`src/dtc_consts.vh`:
```
// constants for the debug trace control block
// assumes inclusion by bare name from the design files
`ifndef DTC_CONSTS_VH
`define DTC_CONSTS_VH
`define DTC_REG_ADDR        12'h1D9
`define DTC_BIT_BRREC       0
`define DTC_BIT_BRSTEP      1
`define DTC_BIT_BLD         2
`define DTC_BIT_TRMSG       6
`define DTC_BIT_TRSTORE     7
`define DTC_BIT_BUFIRQ      8
`define DTC_BIT_SKIPPRIV    9
`define DTC_BIT_SKIPUSER    10
`define DTC_BIT_HFREEZE     11
`define DTC_BIT_CFREEZE     12
`define DTC_BIT_MGMTFRZ     14
`define DTC_BIT_TXDBG       15
`define DTC_WMASK           64'h000000000000DFC7
`define DTC_RESET_VAL       64'h0000000000000000
`define DTC_BPCTL_TXDBG     11
`define DTC_DSTAT_TXDBG     16
`define DTC_ABORT_DBG_BIT   4
`define DTC_CAP_MGMTFRZ     12
`define DTC_HIST_DEPTH      8
`define DTC_HIST_PTR_W      3
`define DTC_BUF_DEPTH       16
`define DTC_BUF_PTR_W       4
`define DTC_CNT_EN_ONES     8'hFF
`define DTC_CNT_EN_ZERO     8'h00
`endif

```
`src/dtc_ctrl.v`:
```
// debug trace control register and the side effects of its bits
// assumes core pipeline supplies one-cycle event pulses on CLK
`timescale 1ns/10ps
`include "dtc_consts.vh"
module dtc_ctrl
(
    input  wire        CLK,
    input  wire        RST_N,
    input  wire        REG_WR,
    input  wire        REG_RD,
    input  wire [11:0] REG_ADDR,
    input  wire [63:0] REG_WDATA,
    output reg  [63:0] REG_RDATA,
    output reg         REG_HIT,
    input  wire        BR_TAKEN,
    input  wire        IRQ_TAKEN,
    input  wire        EXC_TAKEN,
    input  wire        EXC_IS_DEBUG,
    input  wire [63:0] BR_REC,
    input  wire [1:0]  PRIV_LEVEL,
    input  wire        STEP_FLAG,
    input  wire        INSTR_DONE,
    input  wire        BUSLOCK_SEEN,
    input  wire        IN_TX,
    input  wire        DBG_EVENT,
    input  wire        BP_EVENT,
    input  wire        BPCTL_TXDBG,
    input  wire [63:0] TX_BEGIN_PC,
    input  wire [63:0] TX_FALLBACK_PC,
    input  wire        TX_CONFLICT,
    input  wire        PERF_IRQ,
    input  wire        MGMT_IRQ,
    input  wire        MGMT_RETURN,
    input  wire        SCHED_HINT_EN,
    input  wire        BUF_FULL,
    input  wire [2:0]  HIST_IDX,
    output reg  [63:0] HIST_DATA,
    output reg         TX_ABORT,
    output reg  [63:0] TX_RESUME_PC,
    output reg  [31:0] ABORT_STATUS,
    output reg         DBG_EXC,
    output reg         DSTAT_TXDBG,
    output reg         STEP_TRAP,
    output reg         BUSLOCK_EXC,
    output reg         TRACE_MSG,
    output reg  [63:0] TRACE_MSG_DATA,
    output reg         TRACE_STORE,
    output reg         TRACE_WRAP,
    output reg         TRACE_BUF_IRQ,
    output reg         HIST_FROZEN,
    output reg         CNT_FROZEN,
    output reg  [7:0]  CNT_GLOBAL_EN,
    output reg         SCHED_HIST_RST,
    output reg  [63:0] PERF_CAP
);
    reg  [63:0] ctl_r;
    reg  [63:0] ctl_nxt;
    reg  [63:0] save_r;
    reg         hfrz_r;
    wire [63:0] hist_rd;
    reg  [1:0]  mst_r;
    reg  [1:0]  mst_nxt;
    wire        mgmt_save;
    wire        mgmt_ret_ok;
    wire        step_hit;
    wire        ev_any;
    wire        ev_rec;
    wire        priv0;
    wire        trace_ok;
    wire        tx_dbg_hit;
    wire        adv_dbg;
    wire        fire_dbg;
    wire        ctl_sel;

    // management tracker, one-hot: running, or inside with a saved copy
    localparam [1:0] MST_RUN   = 2'b01;
    localparam [1:0] MST_SAVED = 2'b10;

    assign priv0    = (PRIV_LEVEL == 2'h0);
    assign ctl_sel  = (REG_ADDR == `DTC_REG_ADDR);
    assign mgmt_save   = MGMT_IRQ & ctl_r[`DTC_BIT_MGMTFRZ];
    // a return with no saved copy must not clobber the control word
    assign mgmt_ret_ok = MGMT_RETURN & (mst_r == MST_SAVED);
    assign ev_any   = BR_TAKEN | IRQ_TAKEN | EXC_TAKEN;
    // debug exceptions excluded from branch history
    assign ev_rec   = BR_TAKEN | IRQ_TAKEN
                    | (EXC_TAKEN & ~EXC_IS_DEBUG);
    assign trace_ok = ~((priv0 & ctl_r[`DTC_BIT_SKIPPRIV])
                    | (~priv0 & ctl_r[`DTC_BIT_SKIPUSER]));
    assign tx_dbg_hit = IN_TX & (DBG_EVENT | BP_EVENT);
    assign adv_dbg  = BPCTL_TXDBG & ctl_r[`DTC_BIT_TXDBG];
    // step trap only when stepping, on branches under branch-step mode
    // one step decode shared by the trap pulse and the control clear
    assign step_hit = STEP_FLAG & INSTR_DONE
                    & (~ctl_r[`DTC_BIT_BRSTEP] | BR_TAKEN);
    assign fire_dbg = (tx_dbg_hit & adv_dbg)
                    | (DBG_EVENT & ~IN_TX)
                    | step_hit;

    // history update: recording on, no freeze; trace-msg also feeds it
    dtc_hist u_hist
    (
        .CLK     (CLK),
        .RST_N   (RST_N),
        .push    (ev_rec & ~hfrz_r
                  & (ctl_r[`DTC_BIT_BRREC]
                     | ctl_r[`DTC_BIT_TRMSG])),
        .rec     (BR_REC),
        .rd_idx  (HIST_IDX),
        .rd_data (hist_rd),
        .top_r   ()
    );

    always @*
    begin
        ctl_nxt = ctl_r;
        if (REG_WR && ctl_sel)
            ctl_nxt = REG_WDATA & `DTC_WMASK;
        // hardware events win over a simultaneous software write
        if (fire_dbg)
        begin
            ctl_nxt[`DTC_BIT_BRREC]  = 1'b0;
            ctl_nxt[`DTC_BIT_BRSTEP] = 1'b0;
        end
        if (MGMT_IRQ && ctl_r[`DTC_BIT_MGMTFRZ])
        begin
            ctl_nxt[`DTC_BIT_BRREC]   = 1'b0;
            ctl_nxt[`DTC_BIT_BRSTEP]  = 1'b0;
            ctl_nxt[`DTC_BIT_TRMSG]   = 1'b0;
            ctl_nxt[`DTC_BIT_TRSTORE] = 1'b0;
        end
        // the restore is last so it wins over every other update
        if (mgmt_ret_ok)
            ctl_nxt = save_r;
    end

    // tracks whether a saved copy is pending a return
    // a second entry while saved keeps the first copy intact
    always @*
    begin
        mst_nxt = mst_r;
        case (mst_r)
            MST_RUN:
            begin
                // only an entry with the freeze bit saves a copy
                if (mgmt_save)
                    mst_nxt = MST_SAVED;
            end
            MST_SAVED:
            begin
                if (MGMT_RETURN)
                    mst_nxt = MST_RUN;
            end
            default:
                mst_nxt = MST_RUN;
        endcase
    end

    always @(posedge CLK)
    begin
        if (!RST_N)
            mst_r <= MST_RUN;
        else
            mst_r <= mst_nxt;
    end

    always @(posedge CLK)
    begin
        if (!RST_N)
        begin
            ctl_r          <= `DTC_RESET_VAL;
            save_r         <= `DTC_RESET_VAL;
            REG_RDATA      <= 64'h0;
            REG_HIT        <= 1'b0;
            HIST_DATA      <= 64'h0;
            PERF_CAP       <= 64'h0;
        end
        else
        begin
            ctl_r     <= ctl_nxt;
            HIST_DATA <= hist_rd;
            REG_HIT   <= (REG_RD | REG_WR) & ctl_sel;
            REG_RDATA <= (REG_RD && ctl_sel) ? ctl_r : 64'h0;
            PERF_CAP  <= 64'h1 << `DTC_CAP_MGMTFRZ;
            if (mgmt_save && mst_r == MST_RUN)
                save_r <= ctl_r;
        end
    end

    // perf-interrupt freezes; a set in the same cycle as a write
    // wins, so a freeze is never lost to a racing reprogram
    always @(posedge CLK)
    begin
        if (!RST_N)
        begin
            hfrz_r      <= 1'b0;
            HIST_FROZEN <= 1'b0;
            CNT_FROZEN  <= 1'b0;
        end
        else
        begin
            // freeze holds until software rewrites the control word
            if (PERF_IRQ && ctl_r[`DTC_BIT_HFREEZE])
                hfrz_r <= 1'b1;
            else if (REG_WR && ctl_sel)
                hfrz_r <= 1'b0;
            HIST_FROZEN <= hfrz_r;
            if (PERF_IRQ && ctl_r[`DTC_BIT_CFREEZE])
                CNT_FROZEN <= 1'b1;
            else if (REG_WR && ctl_sel)
                CNT_FROZEN <= 1'b0;
        end
    end

    // global counter enables: cleared on a saving entry, set on return
    // scheduling-history reset pulses on both while hints are enabled
    always @(posedge CLK)
    begin
        if (!RST_N)
        begin
            CNT_GLOBAL_EN  <= `DTC_CNT_EN_ONES;
            SCHED_HIST_RST <= 1'b0;
        end
        else
        begin
            if (mgmt_ret_ok)
                CNT_GLOBAL_EN <= `DTC_CNT_EN_ONES;
            else if (mgmt_save)
                CNT_GLOBAL_EN <= `DTC_CNT_EN_ZERO;
            SCHED_HIST_RST <= SCHED_HINT_EN & (MGMT_RETURN
                | (MGMT_IRQ & ctl_r[`DTC_BIT_MGMTFRZ]));
        end
    end

    // transaction aborts; status and resume point hold until the
    // next abort so the recovery code can read them at leisure
    always @(posedge CLK)
    begin
        if (!RST_N)
        begin
            TX_ABORT     <= 1'b0;
            TX_RESUME_PC <= 64'h0;
            ABORT_STATUS <= 32'h0;
        end
        else
        begin
            // transaction abort and resume point
            TX_ABORT <= tx_dbg_hit | (IN_TX & TX_CONFLICT);
            if (tx_dbg_hit)
            begin
                ABORT_STATUS <= 32'h1 << `DTC_ABORT_DBG_BIT;
                TX_RESUME_PC <= adv_dbg ? TX_BEGIN_PC
                                        : TX_FALLBACK_PC;
            end
            else if (IN_TX && TX_CONFLICT)
            begin
                ABORT_STATUS <= 32'h0;
                TX_RESUME_PC <= TX_FALLBACK_PC;
            end
        end
    end

    // debug exception, step trap and bus-lock trap pulses
    // a debug event inside a transaction without adv debug is silent
    always @(posedge CLK)
    begin
        if (!RST_N)
        begin
            DBG_EXC     <= 1'b0;
            DSTAT_TXDBG <= 1'b0;
            STEP_TRAP   <= 1'b0;
            BUSLOCK_EXC <= 1'b0;
        end
        else
        begin
            DBG_EXC     <= fire_dbg;
            if (fire_dbg)
                DSTAT_TXDBG <= ~(tx_dbg_hit & adv_dbg);
            STEP_TRAP <= step_hit;
            BUSLOCK_EXC <= BUSLOCK_SEEN & ctl_r[`DTC_BIT_BLD]
                         & ~priv0;
        end
    end

    // trace message and trace store strobes toward the bus unit
    // the buffer itself lives outside; only its full flag comes in
    always @(posedge CLK)
    begin
        if (!RST_N)
        begin
            TRACE_MSG      <= 1'b0;
            TRACE_MSG_DATA <= 64'h0;
            TRACE_STORE    <= 1'b0;
            TRACE_WRAP     <= 1'b0;
            TRACE_BUF_IRQ  <= 1'b0;
        end
        else
        begin
            TRACE_MSG <= ev_any & ctl_r[`DTC_BIT_TRMSG]
                       & trace_ok;
            TRACE_MSG_DATA <= BR_REC;
            TRACE_STORE <= ev_any & ctl_r[`DTC_BIT_TRSTORE] & trace_ok
                & ~(BUF_FULL & ctl_r[`DTC_BIT_BUFIRQ]);
            TRACE_WRAP <= ev_any & ctl_r[`DTC_BIT_TRSTORE] & trace_ok
                & BUF_FULL & ~ctl_r[`DTC_BIT_BUFIRQ];
            TRACE_BUF_IRQ <= BUF_FULL & ctl_r[`DTC_BIT_TRSTORE]
                & ctl_r[`DTC_BIT_BUFIRQ];
        end
    end
endmodule // dtc_ctrl

```
`src/dtc_hist.v`:
```
// branch history stack: circular record of recent branch addresses
// assumes push is a one-cycle pulse on the core clock
`timescale 1ns/10ps
`include "dtc_consts.vh"
module dtc_hist
(
    input  wire                       CLK,
    input  wire                       RST_N,
    input  wire                       push,
    input  wire [63:0]                rec,
    input  wire [`DTC_HIST_PTR_W-1:0] rd_idx,
    output reg  [63:0]                rd_data,
    output reg  [`DTC_HIST_PTR_W-1:0] top_r
);
    reg [63:0] mem [0:`DTC_HIST_DEPTH-1];

    always @(posedge CLK)
    begin
        if (!RST_N)
            top_r <= {`DTC_HIST_PTR_W{1'b0}};
        else if (push)
        begin
            mem[top_r] <= rec;
            top_r      <= top_r + 1'b1;
        end
    end

    // entries are never cleared by reset; only the pointer is
    always @(posedge CLK)
    begin
        rd_data <= mem[rd_idx];
    end
endmodule // dtc_hist

```
`config.mk`:
```
export PLATFORM = sky130hd
export DESIGN_NAME = dtc_ctrl
export DESIGN_NICKNAME = d
export VERILOG_FILES = /design/src/dtc_ctrl.v /design/src/dtc_hist.v
export VERILOG_INCLUDE_DIRS = /design/src /design/src/src
export SDC_FILE = /design/constraint.sdc
export NUM_CORES = 1
export LEC_CHECK = 0
export BUFFER_PORTS_ARGS = -buffer_cell sky130_fd_sc_hd__buf_2
export CAP_MARGIN = 20
export CORE_AREA = 4 4 255 257
export DETAILED_ROUTE_END_ITERATION = 8
export DIE_AREA = 0 0 259 261
export PLACE_DENSITY = 0.8
export SLEW_MARGIN = 5
export SYNTH_ARGS = -nofsm -noshare
export SYNTH_HDL_FRONTEND = slang
export SYNTH_HIERARCHICAL = 1
export SYNTH_SLANG_ARGS = --single-unit
export TNS_END_PERCENT = 10
```
`constraint.sdc`:
```
create_clock -name CLK -period 11.8 [get_ports CLK]
set_clock_uncertainty 0.05 [all_clocks]
set_input_delay 2.36 -clock CLK [delete_from_list [all_inputs] [get_ports CLK]]
set_output_delay 2.36 -clock CLK [all_outputs]
set_load 0.005 [all_outputs]
```
Yosys cells after proc, flatten, opt, wreduce, memory -nomap -nowiden

Memories as Yosys holds them, arrays and structs flattened. A register that Yosys moved wholly into a read port is not among the register bits.
Index checks and enable logic that the tools add are counted.

Register bits: 476
RAM bits: 512
Bits of input ports: 294
Output and inout bits: 373
Memories: 1

Add/sub/neg operators: 1
Equality and inequality tests: 5
Muxes and demuxes: 20
Bitwise logic cells: 50
Reduce and logical (&&, ||, !) cells: 17

Memory list:

| memory     | words | width | read ports | clocked after Yosys merged registers in | write ports | line          | source |
|---|---|---|---|---|---|---|---|
| u_hist.mem | 8     | 64    | 1          | 1                                       | 1           | dtc_hist.v:15 | `` reg [63:0] mem [0:`DTC_HIST_DEPTH-1]; `` |

Operators by type and width:

| kind                | number |
|---|---|
| $mux 64             | 5 |
| $and 1x1->1         | 28 |
| $mux 13             | 1 |
| $eq 12x9->1 const B | 1 |
| $or 1x1->1          | 12 |
| $mux 2              | 5 |
| $mux 5              | 2 |
| $not 1->1           | 10 |
| $reduce_bool 2->1   | 4 |
| $logic_and 1x1->1   | 7 |
| $mux 1              | 6 |
| $ne 2x2->1 const B  | 2 |
| $pmux 2 s2          | 1 |
| $reduce_and 2->1    | 2 |
| $reduce_bool 4->1   | 1 |
| $add 3x1->3 const B | 1 |
| $reduce_bool 3->1   | 1 |
| $eq 2x1->1 const B  | 1 |
| $eq 2x2->1 const B  | 1 |
| $logic_not 2->1     | 1 |
| $reduce_or 2->1     | 1 |

Logic depth before layout (Yosys ltp)

Depth in word-level cells: 8
Depth in mapped cells: 6
Mapped depth without buffers: 5

Hierarchy

The synthesis kept the hierarchy.

By module, submodules not included:

| module   | times used | cells an instance | area an instance (µm²) |
|---|---|---|---|
| dtc_hist | 1          | 828               | 20,683.6 |
| dtc_ctrl | 1          | 1,443             | 13,980.9 |

Least setup slack after synthesis

Ideal clock, no wire load.

Path kind: input to register
From: input EXC_IS_DEBUG
To: memory u_hist.mem[5][0], enable pin
Data arrival time: 7.551 ns
Data required time: 11.185 ns
Path slack: 3.635 ns
Cell stages on the path: 5
Cells stage by stage: inv_1 -> a211oi_1 -> nor3_1 -> nand2_1 -> nor3_1

Word-level cells in the longest chain between the ends: 8

RTL lines:

| what                         | line           | source |
|---|---|---|
| start: declaration           | dtc_ctrl.v:18  | `input wire EXC_IS_DEBUG,` |
| $not 1->1                    | dtc_ctrl.v:87  | `\| (EXC_TAKEN & ~EXC_IS_DEBUG);` |
| $and 1x1->1                  | dtc_ctrl.v:87  |  |
| $or 1x1->1                   | dtc_ctrl.v:87  |  |
| $and 1x1->1 (2 in series)    | dtc_ctrl.v:105 | `.push (ev_rec & ~hfrz_r` |
| $mux 1                       | dtc_hist.v:21  | `else if (push)` |
| $mux 1                       | dtc_hist.v:19  | `if (!RST_N)` |
| $mux 1 (implied by the code) | dtc_hist.v:23  | `mem[top_r] <= rec;` |
| end: declaration             | dtc_hist.v:15  |  |

No other way between the ends.

Worst setup path in the final report

From: input BR_TAKEN
To: memory u_hist.mem[7][1], enable pin

Word-level cells in the longest chain between the ends: 7

RTL lines:

| what                         | line           | source |
|---|---|---|
| start: declaration           | dtc_ctrl.v:15  | `input wire BR_TAKEN,` |
| $or 1x1->1                   | dtc_ctrl.v:86  | `assign ev_rec = BR_TAKEN \| IRQ_TAKEN` |
| $or 1x1->1                   | dtc_ctrl.v:87  |  |
| $and 1x1->1 (2 in series)    | dtc_ctrl.v:105 |  |
| $mux 1                       | dtc_hist.v:21  |  |
| $mux 1                       | dtc_hist.v:19  |  |
| $mux 1 (implied by the code) | dtc_hist.v:23  |  |

No other way between the ends.

==> flow_summary.rst <==
.. list-table::
   :header-rows: 1

   * - Metric
     - Value
   * - Gate count of the mapped netlist
     - 2271
   * - Placement row count
     - 92
   * - CP max stage delay
     - 0.95 ns
   * - GR Util met2
     - 0.4064
   * - Power density relative to cell area
     - 171.6 nW/um^2
   * - Dominant combinational cell family by area after synthesis
     - multiplexers
   * - Highest net fanout along the worst path
     - 37
   * - GR Layer Usage met1
     - 0.3104
   * - Fraction of synthesized area in multiplexers
     - 0.1256
   * - TritonCTS clock tree
     - done
   * - Total number of vias
     - around 20k
   * - Setup violators final
     - 0
   * - Startpoint Class
     - input pin
   * - Horiz. Die Dim
     - 259 um
   * - Area share of fa/ha/maj cells after synthesis
     - 0.0003609
   * - Number of synthesized flops with an enable pin
     - 512
   * - Met3 track demand over resource
     - 0.05183
   * - Global-route wire length before repair
     - ~120000 um
   * - Total wire length
     - 84970 um
   * - Simple-gate area share of the yosys netlist
     - 0.07977
   * - Cell at the slowest stage of the critical path
     - nor2_4
   * - Final Max Slew Viols
     - 0
   * - Sum of net half-perimeters after detailed placement
     - between 50000 and 60000 um
   * - Combinational share of power
     - 0.048
   * - Die footprint
     - 67600 um^2
   * - Max-capacitance violation count
     - 0
   * - Flip-flop and latch area
     - roughly 25000 um^2
   * - Cells along the critical path
     - buf_2, a211oi_1, nor3_1, clkbuf_4, nand2_1, nor2_4, buf_4
   * - Total buffers and inverters traversed by the critical path
     - 3
   * - Number of synthesized register bits
     - around 1000
   * - Number of buffers inserted for hold repair after clock tree synthesis
     - 0
   * - Clock tree root buffer cell
     - clkbuf_16
   * - Post-layout min period
     - 4.705 ns
   * - Number of optimization iterations in the first detailed-route pass
     - 5
   * - Ys flop type
     - edfxtp_1
   * - Clock latency at the later pin of the worst-skew pair
     - around 0.65 ns
   * - Relative max-transition margin
     - 0.2356
   * - Setup TNS
     - 0 ns
   * - Static Leak
     - between 15 and 20 nW
   * - Synth unique cells
     - 47
   * - CTS buffer count
     - about 90
   * - Avg Vias per Cell
     - ~5.5
   * - Final ANT Viol Nets
     - 0
   * - Number of synthesis warnings
     - 6
   * - Pin count of the biggest net entering global routing
     - between 100 and 150
   * - Routing layer with the top usage in global route
     - met2
   * - Nature of the critical path endpoint
     - register
   * - Xor/xnor cell area share of the yosys netlist
     - 0.0002527
   * - Most common cell after layout, fill and taps aside
     - buf_2
   * - Final Hold Fails
     - 0
   * - Clock slew at reported path FFs
     - 0.06 ns
   * - Share of the synthesized area in compound gates (AO/OA/AOI/OAI)
     - 0.03765
   * - Net count of the finished layout
     - between 3k and 4k
   * - Number of global-route vias before repair
     - about 21k
   * - Status
     - complete, no violations
   * - Vert. Die Dim
     - 261 um
   * - Crit path DAT
     - 4.90 ns
   * - Worst-Margin Slew
     - between 1 and 1.5 ns
   * - Overall Global Routing Usage
     - 0.2415
   * - Share of the clock period used by the worst path
     - 0.3987
   * - Buffers on Ports
     - 520
   * - Total standard cell area after synthesis
     - approximately 35000 um^2
   * - Worst-case clock buffer depth
     - 3
   * - Category of the critical setup timing path
     - input pin to register
   * - Remaining global-route overflow
     - 0
   * - Sequential-to-total area share from yosys stat
     - 0.7150
   * - Asr flop ratio synth
     - 0
   * - Internal power
     - 5.520 mW
   * - Initial core utilization
     - 0.5526
   * - Maximum clock rate
     - approximately 210 MHz
   * - GPL Wtd Cong
     - between 0.8 and 0.9
   * - RSZ-0062 raised after global routing
     - false
   * - Commonest non-fill, non-tap cells in the layout
     - 516 x buf_2, 512 x edfxtp_1, 470 x dfxtp_1
   * - Final routed DRC violation total
     - 0
   * - Top Ports
     - 667
   * - Number of placed instances with taps included
     - 3513
   * - Worst path setup slack after routing
     - just over 7 ns
   * - Area of the core
     - ~63000 um^2
   * - Per-cell routed wire length
     - ~23 um
   * - Classification of the worst-slack hold path
     - register to register
   * - Area added between synthesis and finish
     - 17.81%
   * - Number of standard cells in the layout, taps in and fillers out
     - 3706
   * - Antenna violations before repair
     - 21
   * - Clock network power share
     - 0.426
   * - Area used by multi-input combinational logic
     - ~8900 um^2
   * - Switching Share
     - 0.2122
   * - Worst slack, placed
     - between 5 and 6 ns
   * - Data required, critical path
     - around 12 ns
   * - Sinks on the clock net
     - 982
   * - Cell family with most CP delay
     - simple AND/OR/NAND/NOR gates
   * - Number of gates resized after CTS
     - 0
   * - Initial DRC Count
     - roughly 1.9k
   * - Post-CTS Setup Bufs
     - 0
   * - Share of post-route cells with drive strength above 1
     - 0.3178
   * - Maximum VDD drop
     - roughly 0.00014 V
   * - Area after DPL
     - about 38000 um^2
   * - Switch Pwr
     - between 1 and 1.5 mW
   * - Synth Area per Inst
     - around 15 um^2
   * - CTS H-Tree Depth
     - 3
   * - Layout Cell Area excl Fill
     - roughly 41000 um^2
   * - Fillers
     - roughly 4.2k
   * - Fraction of power consumed by sequential logic
     - 0.526
## power groups by stage
| stage | registers [mW] | logic [mW] | clock network (mW) |
|---|---|---|---|
| 2_1_floorplan | 3.76 | 0.187 | 0 |
| 3_3_place_gp | 3.76 | 0.319 | 0 |
| 3_5_place_dp | 3.76 | 0.330 | 0 |
| 4_1_cts | 3.69 | 0.335 | 3.04 |
| 5_1_grt | 3.69 | 0.367 | 3.19 |
| 6_report | 3.69 | 0.337 | 2.98 |
## cell usage after synthesis, types with 13 or more instances
master | n | share of area
buf_4 | 105 | 0.023
and2_1 | 132 | 0.024
buf_1 | 16 | 0.0017
a21oi_1 | 127 | 0.018
dfxtp_1 | 470 | 0.27
buf_2 | 13 | 0.0019
nand2_1 | 188 | 0.020
a211oi_1 | 66 | 0.014
mux2_2 | 64 | 0.021
buf_6 | 13 | 0.0042
mux2i_1 | 75 | 0.022
and3_1 | 65 | 0.012
edfxtp_1 | 512 | 0.44
nand3_1 | 59 | 0.0085
o21ai_0 | 13 | 0.0019
nor2_1 | 84 | 0.0091
clkbuf_1 | 94 | 0.010
mux4_2 | 128 | 0.083
## per-stage QoR
step                      hold slack (ns)  utilization  total power [mW]
after global routing               0.3877       0.6509             7.241
after floorplan                    0.3619            -             3.946
after global placement             0.3654       0.5986             4.074
after detailed placement           0.3687       0.5986             4.088
after CTS                          0.3804       0.6482             7.059
final                              0.3737       0.6510             7.007
## final timing paths
path | from | end | slack [ns] | cells after the start
setup / recovery | BR_TAKEN | u_hist/mem[7][1] | 7.09 | 7
hold / removal | u_hist/rd_data[12] | HIST_DATA[12] | 0.37 | 1
setup reg to reg | ctl_r[6] | u_hist/mem[7][1] | 8.63 | 6
hold reg to reg | u_hist/rd_data[12] | HIST_DATA[12] | 0.37 | 1
## registers in the layout, summed over array words and instances (netlist names), 2 cells and up
signal          count
HIST_DATA          64
REG_RDATA          64
TRACE_MSG_DATA     64
TX_RESUME_PC       64
ctl_r              64
mst_r               2
save_r             64
u_hist/mem        512
u_hist/rd_data     64
u_hist/top_r        3
## area by class of cell
type,count,share of cell area
diodes,12,0.0007353
clock buffers,142,0.06728
clock inverters,32,0.008977
inverters,5,0.0005821
multi-input cells,1136,0.2176
flip-flops and latches,982,0.6069
well taps,846,0.02592
repair buffers,551,0.07209
## per-layer routing
metal | routed length, um | share of wire
met1 | 32220 | 0.38
met2 | 42970 | 0.51
met3 | 6867 | 0.081
met4 | 2863 | 0.034
met5 | 53 | 0.00062
## logic make-up (layout without fill, tap and decap cells)
group	after synthesis	in the layout
AND/OR/NAND/NOR	554	554
multiplexers	267	267
XOR/XNOR	1	1
buffers and inverters	246	730
AO/OA/AOI/OAI	219	219
flip-flops	982	982
other	1	106
adder cells (fa/ha/maj)	1	1
(Power assumes the default switching activity.)
